File: config.mk
export PLATFORM = sky130hd
export DESIGN_NAME = framer_alarm_interrupt_status
export DESIGN_NICKNAME = d
export VERILOG_FILES = /design/src/framer_irq_pkg.sv /design/src/sticky_flag.sv /design/src/framer_alarm_interrupt_status.sv
export SDC_FILE = /design/constraint.sdc
export NUM_CORES = 1
export LEC_CHECK = 0
export BUFFER_PORTS_ARGS = -buffer_cell sky130_fd_sc_hd__buf_4
export CORE_MARGIN = 1
export CORE_UTILIZATION = 30
export CTS_CLUSTER_DIAMETER = 80
export DETAILED_ROUTE_END_ITERATION = 10
export SLEW_MARGIN = 10
export SYNTH_ARGS = -nofsm -noshare
export SYNTH_HDL_FRONTEND = slang
export SYNTH_HIERARCHICAL = 1
export SYNTH_SLANG_ARGS = --single-unit
File: constraint.sdc
create_clock -name clk_in -period 1.78 [get_ports clk_in]
set_input_delay 0.089 -clock clk_in [delete_from_list [all_inputs] [get_ports clk_in]]
set_output_delay 0.089 -clock clk_in [all_outputs]
set_load 0.005 [all_outputs]
File: src/framer_irq_pkg.sv
/*
  Package for the framer alarm and event interrupt block: register
  offsets, field positions, reset values and bus answer constants.
  Assumes a 32-bit Avalon-MM slave with word addressing in bytes.
*/
`default_nettype none

package framer_irq_pkg;

  // ==========================================================
  // Register byte offsets
  localparam logic [7:0] alarm_enable_off = 8'h00;
  localparam logic [7:0] event_status_off = 8'h04;
  localparam logic [7:0] event_enable_off = 8'h08;
  localparam logic [7:0] alarm_status_off = 8'h0c;
  localparam logic [7:0] live_state_off = 8'h10;
  localparam logic [7:0] mode_ctrl_off = 8'h14;

  // ==========================================================
  // Reset values
  localparam logic [7:0] alarm_enable_rst = 8'h00;
  localparam logic [7:0] event_status_rst = 8'h00;
  localparam logic [7:0] event_enable_rst = 8'h00;
  localparam logic [3:0] alarm_status_rst = 4'h0;
  localparam logic [1:0] mode_ctrl_rst = 2'h0;

  // ==========================================================
  // Alarm enable and alarm status field positions
  localparam int yellow_bit = 0;
  localparam int ais_bit = 1;
  localparam int red_bit = 2;
  localparam int bpv_bit = 3;
  localparam int alarm_count = 4;

  // ==========================================================
  // Event status field positions
  localparam int frm_err_bit = 0;
  localparam int sync_err_bit = 1;
  localparam int mimic_bit = 2;
  localparam int inframe_bit = 3;
  localparam int align_bit = 4;
  localparam int signal_bit = 5;
  localparam int national_bit = 6;
  localparam int cas_align_bit = 7;
  localparam int event_count = 8;

  // ==========================================================
  // Mode control fields
  localparam int e1_mode_bit = 0;
  localparam int read_clear_bit = 1;

  // Unmapped read answer
  localparam logic [31:0] unmapped_data = 32'h0000_0000;

endpackage : framer_irq_pkg

`default_nettype wire

File: src/sticky_flag.sv
/*
  One sticky status flag with set-over-clear priority.
  Assumes set and clear are synchronous single-cycle terms.
*/
`default_nettype none

module sticky_flag (
  // Clock and reset
  input wire logic clk_in,
  input wire logic rstn_in,
  // Control
  input wire logic set_in,
  input wire logic clear_in,
  // State
  output logic flag_out
);

  typedef struct packed {
    logic flag;
  } flag_state_type;

  flag_state_type state_reg;
  flag_state_type state_next;

  always_comb begin
    state_next = state_reg;
    if (set_in) begin
      state_next.flag = 1'b1;
    end else if (clear_in) begin
      state_next.flag = 1'b0;
    end
  end

  always_ff @(posedge clk_in) begin
    if (!rstn_in) begin
      state_reg <= '0;
    end else begin
      state_reg <= state_next;
    end
  end

  assign flag_out = state_reg.flag;

endmodule : sticky_flag

`default_nettype wire

File: src/framer_alarm_interrupt_status.sv
/*
  Per-channel receive framer interrupt logic: alarm enables, alarm
  status, framer event status with enables, and one level interrupt.
  Assumes detector strobes are synchronous one-cycle pulses on clk_in
  and the host is an Avalon-MM master honouring waitrequest.
*/
`default_nettype none

// Summary of operation
// - Bipolar violations interrupt only when enable bit 3
// - Frame loss interrupts only when enable bit 2
// - AIS changes interrupt only when enable bit 1
// - Yellow alarm changes interrupt only when bit 0
// - Status bit 7: CAS multiframe change, E1 only
// - Status bit 6: national bits changed, E1 only
// - Status bit 5: signaling information changed
// - Status bit 4: frame alignment changed
// - Status bit 3: in-frame state changed
// - Status bit 2: frame mimic state changed
// - Status bit 1: synchronization bit error
// - Status bit 0: framing error
// - Event enable bits gate status onto interrupt

module framer_alarm_interrupt_status
  import framer_irq_pkg::*;
(
  // Clock and reset
  input wire logic clk_in,
  input wire logic rstn_in,
  // Avalon-MM slave
  input wire logic [7:0] avs_address_in,
  input wire logic avs_read_in,
  input wire logic avs_write_in,
  input wire logic [31:0] avs_writedata_in,
  input wire logic [3:0] avs_byteenable_in,
  output logic [31:0] avs_readdata_out,
  output logic avs_waitrequest_out,
  output logic [1:0] avs_response_out,
  // Receive alarm detectors, one-cycle pulses
  input wire logic bpv_pulse_in,
  input wire logic receive_frame_loss_event_in,
  input wire logic ais_change_in,
  input wire logic yellow_change_in,
  // Framer event detectors, one-cycle pulses
  input wire logic cas_align_change_in,
  input wire logic national_change_in,
  input wire logic signal_change_in,
  input wire logic align_change_in,
  input wire logic inframe_change_in,
  input wire logic mimic_change_in,
  input wire logic sync_error_in,
  input wire logic framing_error_in,
  // Live framer levels
  input wire logic frame_loss_condition_in,
  input wire logic in_frame_in,
  // Interrupt
  output logic irq_out
);

  // ==========================================================
  // State
  typedef enum logic [1:0] {
    idle_st,
    answer_st
  } bus_state_type;

  typedef struct packed {
    bus_state_type bus;
    logic [7:0] alarm_enable;
    logic [7:0] event_enable;
    logic [1:0] mode_ctrl;
    logic [31:0] rdata;
    logic [1:0] resp;
  } state_type;

  state_type state_reg;
  state_type state_next;

  logic [event_count-1:0] event_status;
  logic [event_count-1:0] event_set;
  logic [event_count-1:0] event_clr;
  logic [alarm_count-1:0] alarm_status;
  logic [alarm_count-1:0] alarm_set;
  logic [alarm_count-1:0] alarm_clr;
  logic accept;
  logic e1_mode;

  // ==========================================================
  // Decode helpers
  function automatic logic hit(input logic [7:0] addr,
                               input logic [7:0] off);
    hit = (addr[7:2] == off[7:2]);
  endfunction : hit

  function automatic logic mapped(input logic [7:0] addr);
    mapped = hit(addr, alarm_enable_off) || hit(addr, event_status_off)
      || hit(addr, event_enable_off) || hit(addr, alarm_status_off)
      || hit(addr, live_state_off) || hit(addr, mode_ctrl_off);
  endfunction : mapped

  assign accept = (avs_read_in || avs_write_in) &&
                  (state_reg.bus == idle_st);
  assign e1_mode = state_reg.mode_ctrl[e1_mode_bit];

  // ==========================================================
  // Event sources
  always_comb begin
    event_set = '0;
    event_set[cas_align_bit] = cas_align_change_in && e1_mode;
    event_set[national_bit] = national_change_in && e1_mode;
    event_set[signal_bit] = signal_change_in;
    event_set[align_bit] = align_change_in;
    event_set[inframe_bit] = inframe_change_in;
    event_set[mimic_bit] = mimic_change_in;
    event_set[sync_err_bit] = sync_error_in;
    event_set[frm_err_bit] = framing_error_in;
    alarm_set = '0;
    alarm_set[bpv_bit] = bpv_pulse_in;
    alarm_set[red_bit] = receive_frame_loss_event_in;
    alarm_set[ais_bit] = ais_change_in;
    alarm_set[yellow_bit] = yellow_change_in;
  end

  // ==========================================================
  // Clear terms: write one to clear, or clear on read when enabled
  always_comb begin
    event_clr = '0;
    alarm_clr = '0;
    if (accept && avs_write_in && avs_byteenable_in[0]) begin
      if (hit(avs_address_in, event_status_off)) begin
        event_clr = avs_writedata_in[event_count-1:0];
      end else if (hit(avs_address_in, alarm_status_off)) begin
        alarm_clr = avs_writedata_in[alarm_count-1:0];
      end
    end else if (accept && avs_read_in &&
                 state_reg.mode_ctrl[read_clear_bit]) begin
      if (hit(avs_address_in, event_status_off)) begin
        event_clr = '1;
      end else if (hit(avs_address_in, alarm_status_off)) begin
        alarm_clr = '1;
      end
    end
  end

  // ==========================================================
  // Sticky flags, set wins over clear
  genvar gi;
  generate
    for (gi = 0; gi < event_count; gi++) begin : g_event
      sticky_flag u_flag (
        .clk_in(clk_in),
        .rstn_in(rstn_in),
        .set_in(event_set[gi]),
        .clear_in(event_clr[gi]),
        .flag_out(event_status[gi])
      );
    end
    for (gi = 0; gi < alarm_count; gi++) begin : g_alarm
      sticky_flag u_flag (
        .clk_in(clk_in),
        .rstn_in(rstn_in),
        .set_in(alarm_set[gi]),
        .clear_in(alarm_clr[gi]),
        .flag_out(alarm_status[gi])
      );
    end
  endgenerate

  // ==========================================================
  // Bus slave and register writes
  always_comb begin
    state_next = state_reg;
    case (state_reg.bus)
      idle_st: begin
        if (accept) begin
          state_next.bus = answer_st;
          state_next.resp = mapped(avs_address_in) ? 2'h0 : 2'h2;
          state_next.rdata = unmapped_data;
          if (avs_read_in) begin
            if (hit(avs_address_in, alarm_enable_off)) begin
              state_next.rdata = {24'h0, state_reg.alarm_enable};
            end else if (hit(avs_address_in, event_status_off)) begin
              state_next.rdata = {24'h0, event_status};
            end else if (hit(avs_address_in, event_enable_off)) begin
              state_next.rdata = {24'h0, state_reg.event_enable};
            end else if (hit(avs_address_in, alarm_status_off)) begin
              state_next.rdata = {28'h0, alarm_status};
            end else if (hit(avs_address_in, live_state_off)) begin
              state_next.rdata = {30'h0, in_frame_in,
                                  frame_loss_condition_in};
            end else if (hit(avs_address_in, mode_ctrl_off)) begin
              state_next.rdata = {30'h0, state_reg.mode_ctrl};
            end
          end else if (avs_byteenable_in[0]) begin
            if (hit(avs_address_in, alarm_enable_off)) begin
              state_next.alarm_enable = avs_writedata_in[7:0];
            end else if (hit(avs_address_in, event_enable_off)) begin
              state_next.event_enable = avs_writedata_in[7:0];
            end else if (hit(avs_address_in, mode_ctrl_off)) begin
              state_next.mode_ctrl = avs_writedata_in[1:0];
            end
          end
        end
      end
      answer_st: begin
        state_next.bus = idle_st;
      end
      default: begin
        state_next.bus = idle_st;
      end
    endcase
  end

  always_ff @(posedge clk_in) begin
    if (!rstn_in) begin
      state_reg.bus <= idle_st;
      state_reg.alarm_enable <= alarm_enable_rst;
      state_reg.event_enable <= event_enable_rst;
      state_reg.mode_ctrl <= mode_ctrl_rst;
      state_reg.rdata <= '0;
      state_reg.resp <= 2'h0;
    end else begin
      state_reg <= state_next;
    end
  end

  // Waitrequest high until the answer cycle
  assign avs_waitrequest_out = (state_reg.bus != answer_st);
  assign avs_readdata_out = state_reg.rdata;
  assign avs_response_out = state_reg.resp;

  // ==========================================================
  // Interrupt
  logic alarm_irq;
  logic event_irq;
  always_comb begin
    alarm_irq = 1'b0;
    alarm_irq = alarm_irq ||
      (alarm_status[bpv_bit] && state_reg.alarm_enable[bpv_bit]);
    alarm_irq = alarm_irq ||
      (alarm_status[red_bit] && state_reg.alarm_enable[red_bit]);
    alarm_irq = alarm_irq ||
      (alarm_status[ais_bit] && state_reg.alarm_enable[ais_bit]);
    alarm_irq = alarm_irq || (alarm_status[yellow_bit] &&
      state_reg.alarm_enable[yellow_bit]);
    event_irq = |(event_status & state_reg.event_enable);
  end

  assign irq_out = alarm_irq || event_irq;

endmodule : framer_alarm_interrupt_status

`default_nettype wire

==> impl_results.md, run 1 <==
* Average wire per standard cell at 13.5 um
* Root Buffer: clkbuf_8
* Synth Area in Compound Gates at 19.3%
* Vias in the first global route at 1782
* Final GP Congestion at 0.866
* Max-slew violations at 0
* Synth area leaders: dfxtp_1 35%, buf_4 11%, nor2b_4 7.3%
* Net switching power at 0.473 mW
* Max-cap viol count at 0
* Nets at 364
* Critical-path maximum fanout at 3
* Async set or reset register ratio after synthesis at 0%
* Clk_skew at 0.0124 ns
* Count of state elements after synthesis at 40
* Synthesized area per cell at 8.72 um^2
* Final setup violation count at 0
* Pint at 1.32 mW
* H-tree depth at 2
* Core Rows at 31
* Fmax at 629 MHz
* Setup crit end kind: output pin
* PD cells at 664 mW/mm^2
* Top_reg_cell synth: dfxtp_1
* Sequential fraction of the synthesis area at 35.3%
* WL final at 5410 um
* Synth cell types at 38
* Clock buffer depth at 2
* Status: finished, violations left
* Commonest non-fill, non-tap cell in the layout: buf_4
* Initial DRC Count at 111
* Final Hold Viols at 1
* Crit start category: register
* Clock sinks at 40
* CTS resizes at 0
* # port buffers at 43
* Gr usage total at 14.5%
* CTS Hold Bufs at 3
* Post-CTS Setup Inserts at 0
* Leakage at 1.13 nW
* Die area at 0.00791 mm^2
* Sw Ratio at 26.5%
* Post-DRT Antenna Nets at 0
* Core Region at 0.00729 mm^2
* Diodes inserted at 0
* Post-synthesis simple-gate area fraction at 27.8%
* Hold Crit Class: in -> reg
* Share of layout cells above drive strength 1 at 26.4%
* Flop pwr share at 52.3%
* Main combinational cell family by area after synthesis: simple AND/OR/NAND/NOR gates
* Mapped Cells at 260
* Worst skew pair latency at 0.30 ns
* Final setup TNS at 0 ns
* Adder-Cell Fraction of Synth Area at 0%
* CP arrival at 1.50 ns
* Crit path time final at 1.59 ns
* Tcrit/Tclk final at 89.3%
* Synth warnings at 6
* Starting Density at 31.1%
* Failing checks: negative hold slack
* Worst path required time at 1.69 ns
* 1st-pass router iterations at 4
* Logic pwr share at 13.7%
* Max VDD drop at 396 uV
* Clk pwr share at 33.9%
* Clock buffer count from CTS at 5
* IO Pins at 98
* Via density at 4.81
* Mapped Area at 0.00227 mm^2
* Clk slew on worst S/H paths at 0.09 ns
* Design Power at 1.79 mW
* Initial antenna violation count at 0
* Hold_ws at -0.000883 ns
* Placed wire-length estimate at 3990 um
* Most frequent cells in the layout: 52 x buf_4, 40 x dfxtp_1, 25 x conb_1, 20 x nand2_1, 19 x o21ai_0
* Area leader, netlist: dfxtp_1
* Setup CP Type: reg -> out
* CTS tree: yes
* FILL cells at 802
* Max reg flops at 18
* Post-synth EDFFs at 0
* XOR/XNOR share of the synthesized area at 0%
* Top cell type's share of synthesized area at 35.3%
* Detailed-route DRC error count at 0
* Die height at 88.9 um
* Via Count at 1933
* GRT Residual Overflow at 0
* Die X-Extent at 88.9 um
* Mux contribution to synthesized area at 2.65%
* Layout area overhead at 18.8%
* First-pass GRT wire length at 8600 um
* Largest net degree at the start of global routing at 44
* RSZ-0062 raised after global routing: false
==> critical path, stage by stage (launching register included) <==
cell      delay (ns)
dfxtp_1         0.34
a22o_1          0.23
a221oi_1        0.31
nand3_1         0.16
buf_4           0.16
==> logic make-up (layout without fill, tap and decap cells) <==
kind of cell,Yosys count,count (layout)
flip-flops,40,40
AND/OR/NAND/NOR,93,93
buffers and inverters,53,72
multiplexers,6,6
other,1,25
AO/OA/AOI/OAI,67,67
==> power groups by stage <==
stage / logic (mW) / clock network (mW) / registers (mW)
2_1_floorplan: 0.177 / 0 / 0.949
3_3_place_gp: 0.236 / 0 / 0.956
3_5_place_dp: 0.238 / 0 / 0.957
4_1_cts: 0.244 / 0.612 / 0.936
5_1_grt: 0.275 / 0.652 / 0.939
6_report: 0.246 / 0.607 / 0.936
==> metal layers <==
layer / part of all wire (%) / global-route usage (%) / routed length (um)
met1: 45 / 18.7 / 2460
met2: 48 / 23.6 / 2610
met3: 5.3 / 3.88 / 288
met4: 0.98 / 4.62 / 53
met5: 0 / 0 / 0
==> cells in the mapped netlist, drive strengths merged, types with 6 or more instances <==
master / count
nor2: 18
inv: 8
mux2i: 6
buf: 42
a21oi: 8
o221ai: 6
nand3: 17
o21ai: 27
dfxtp: 40
nor2b: 15
o21a: 13
nand2: 20
==> stage by stage <==
| stage | hold slack (ns) | utilization (%) | cell area, um^2 | setup slack, ns | cells |
|---|---|---|---|---|---|
| after detailed placement | 0.301 | 35.2 | 2570 | 0.280 | 390 |
| after CTS | 0.000524 | 36.8 | 2680 | 0.200 | 401 |
| after global routing | 0.00128 | 36.9 | 2690 | 0.0856 | 402 |
| final | -0.000883 | 36.9 | 2690 | 0.191 | 402 |
| after floorplan | 0.206 | - | 2360 | 0.377 | 284 |
| after global placement | 0.298 | 35.2 | 2570 | 0.304 | 390 |
==> final cells by class <==
class | count | area (um^2) | area share (%)
Sequential cell | 40 | 801 | 29.7
Clock buffer | 5 | 68.8 | 2.55
Inverter | 8 | 30.0 | 1.11
Tap cell | 99 | 124 | 4.60
Multi-Input combinational cell | 191 | 1220 | 45.3
Timing Repair Buffer | 56 | 430 | 16.0
Clock inverter | 3 | 18.8 | 0.697
==> worst paths after layout <==
path | to | from | cells past startpoint | slack, ns
max | irq_out | g_event[6].u_flag/flag_out | 4 | 0.19
min reg2reg | avs_readdata_out[6] | avs_readdata_out[6] | 2 | 0.46
max reg2reg | state_reg[51] | state_reg[52] | 5 | 0.27
min | g_alarm[1].u_flag/flag_out | ais_change_in | 2 | -0.0009
(Power assumes the default switching activity.)
==> run 2: changes to the inputs <==
--- a/config.mk
+++ b/config.mk
@@ -8,6 +8,7 @@
 export BUFFER_PORTS_ARGS = -buffer_cell sky130_fd_sc_hd__buf_4
 export CORE_MARGIN = 1
 export CORE_UTILIZATION = 30
+export CTS_BUF_LIST = sky130_fd_sc_hd__clkbuf_4
 export CTS_CLUSTER_DIAMETER = 80
 export DETAILED_ROUTE_END_ITERATION = 10
 export SLEW_MARGIN = 10
==> run 2 against run 1 <==
  * The flow now finishes without violations
  * Combinational power increased by 6%
  * Clock power decreased by 23%
  * Power decreased by 6.8%
  * Final area increased by 1.8%
==> impl_results.md, run 2 (same netlist as run 1, synthesis figures left out) <==
* Clk pwr share at 28.2% (-5.7 points)
* Non-filler cells, final at 410 (+2.0%)
* Average wire per standard cell at 13.4 um (-0.70%)
* Max VDD drop at 245 uV (-38%)
* Core Region at 0.00729 mm^2 (unchanged)
* Flop pwr share at 56.2% (+3.9 points)
* First-pass GRT wire length at 8680 um (+0.88%)
* Clock buffer count from CTS at 5 (unchanged)
* Pre-CTS setup slack at 0.280 ns (unchanged)
* Placed Cells at 390 (unchanged)
* IO Pins at 98 (unchanged)
* PD cells at 608 mW/mm^2 (-8.5%)
* Worst path required time at 1.69 ns (about the same)
* Detailed-route DRC error count at 0 (unchanged)
* Area of the multi-input gates at 0.00122 mm^2 (unchanged)
* Via density at 4.70 (-2.2%)
* Starting Density at 31.1% (unchanged)
* Initial antenna violation count at 0 (unchanged)
* R2R setup slack at 0.27 ns (about the same)
* Critical Path Start: g_event[6].u_flag/flag_out
* FF-to-FF End: state_reg[50]
* Final GP Congestion at 0.866 (unchanged)
* Logic pwr share at 15.6% (+1.9 points)
* Worst r2r path cells at 5 (unchanged)
* Initial DRC Count at 119 (+7.2%)
* Core Rows at 31 (unchanged)
* Post-DRT Antenna Nets at 0 (unchanged)
* CTS tree: yes
* Net switching power at 0.461 mW (-2.7%)
* CP arrival at 1.57 ns (+0.07 ns)
* CTS resizes at 0 (unchanged)
* WL final at 5480 um (+1.3%)
* Fmax at 602 MHz (-4.4%)
* H-tree depth at 2 (unchanged)
* Setup crit end kind: output pin
* Root Buffer: clkbuf_4
* Layout Cell Area excl Fill at 0.00274 mm^2 (+1.8%)
* Worst Min Path Start: avs_writedata_in[4]
* Status: finished, final reports clean
* Sw Ratio at 27.6% (+1.2 points)
* Max-slew violations at 0 (unchanged)
* Largest net degree at the start of global routing at 44 (unchanged)
* Critical-path maximum fanout at 3 (unchanged)
* Clk_skew at 0.0221 ns (+0.00968 ns)
* FILL cells at 800 (-0.25%)
* Leakage at 1.15 nW (+1.8%)
* FF-to-FF Start: state_reg[52]
* Die area at 0.00791 mm^2 (unchanged)
* Clk slew on worst S/H paths at 0.13 ns (+0.04 ns)
* Vias in the first global route at 1807 (+1.4%)
* Via Count at 1929 (-0.21%)
* # port buffers at 43 (unchanged)
* Share of layout cells above drive strength 1 at 25.7% (-0.68 points)
* Die X-Extent at 88.9 um (unchanged)
* Commonest non-fill, non-tap cell in the layout: buf_4
* Setup CP Type: reg -> out
* Final setup TNS at 0 ns (unchanged)
* Max reg flops at 18 (unchanged)
* Placed cell area at 0.00257 mm^2 (unchanged)
* 1st-pass router iterations at 4 (unchanged)
* Die height at 88.9 um (unchanged)
* GRT Residual Overflow at 0 (unchanged)
* RSZ-0062 raised after global routing: false
* Pint at 1.21 mW (-8.3%)
* Layout area overhead at 21.0%
* Final Hold Viols at 0 (-1)
* Sequential cell area at 801 um^2 (unchanged)
* Worst skew pair latency at 0.36 ns (+0.06 ns)
* Crit path time final at 1.66 ns (+0.0725 ns)
* Hold Crit Class: in -> reg
* Clock buffer depth at 2 (unchanged)
* Hold_ws at 0.00185 ns (+0.00273 ns)
* Critical path capture point: irq_out
* Worst setup margin at 0.119 ns (-0.0725 ns)
* Placed wire-length estimate at 3990 um (unchanged)
* Diodes inserted at 0 (unchanged)
* Tcrit/Tclk final at 93.3% (+4.1 points)
* Clock sinks at 40 (unchanged)
* Gr usage total at 14.5% (+0.061 points)
* Nets at 372 (+2.2%)
* Most frequent cells in the layout: 52 x buf_4, 40 x dfxtp_1, 25 x conb_1, 20 x nand2_1, 19 x o21ai_0
* Final setup violation count at 0 (unchanged)
* Crit start category: register
* Max-cap viol count at 0 (unchanged)
run 2: how the worst min path moves through the flow:
stage,endpoint,slack [ns],depth (start not counted)
floorplan,g_alarm[0].u_flag/flag_out,0.21,1
global placement,g_event[0].u_flag/flag_out,0.30,2
detailed placement,g_alarm[0].u_flag/flag_out,0.30,2
CTS,state_reg[40],0.001,3
global route,state_reg[41],0.0002,3
finish,state_reg[40],0.002,3
run 2: cell type report:
| type | instances | area share [%] |
|---|---|---|
| inverter | 8 | 1.09 |
| sequential | 40 | 29.2 |
| tap | 99 | 4.52 |
| timing repair buffer | 64 | 18.6 |
| clock buffer | 5 | 1.37 |
| multi-input combinational | 191 | 44.5 |
| clock inverter | 3 | 0.684 |
run 2: routing by layer:
| layer | vias to the layer above | track usage (%) | share of wire [%] |
|---|---|---|---|
| met1 | 908 | 18.8 | 44 |
| met4 | 0 | 4.33 | 0.49 |
| met3 | 2 | 3.32 | 5.5 |
| met5 | - | 0 | 0 |
| li1 | 967 | - | - |
| met2 | 52 | 24.2 | 49 |
run 2: worst max-delay path: stages (launching register included):
cell and delay [ns]:
dfxtp_1 0.36, a22o_1 0.23, a221oi_1 0.31, nand3_1 0.16, buf_4 0.16
run 2: stage by stage:
step | utilization, % | total power, mW
2_1_floorplan | - | 1.13
3_3_place_gp | 35.2 | 1.19
3_5_place_dp | 35.2 | 1.20
4_1_cts | 37.6 | 1.67
5_1_grt | 37.6 | 1.75
6_report | 37.6 | 1.67
run 2: timing repair:
action                                 in CTS  in global routing
buffers inserted                            0                  0
hold buffers                               12                  0
setup endpoints to repair                   0                  0
endpoints found under the hold margin      12                  0
run 2: power by group through the flow:
| stage | clock network [mW] | registers (mW) | logic [mW] |
|---|---|---|---|
| after global routing | 0.517 | 0.941 | 0.290 |
| after floorplan | 0 | 0.949 | 0.177 |
| after detailed placement | 0 | 0.957 | 0.238 |
| after global placement | 0 | 0.956 | 0.236 |
| final | 0.470 | 0.938 | 0.260 |
| after CTS | 0.477 | 0.937 | 0.260 |
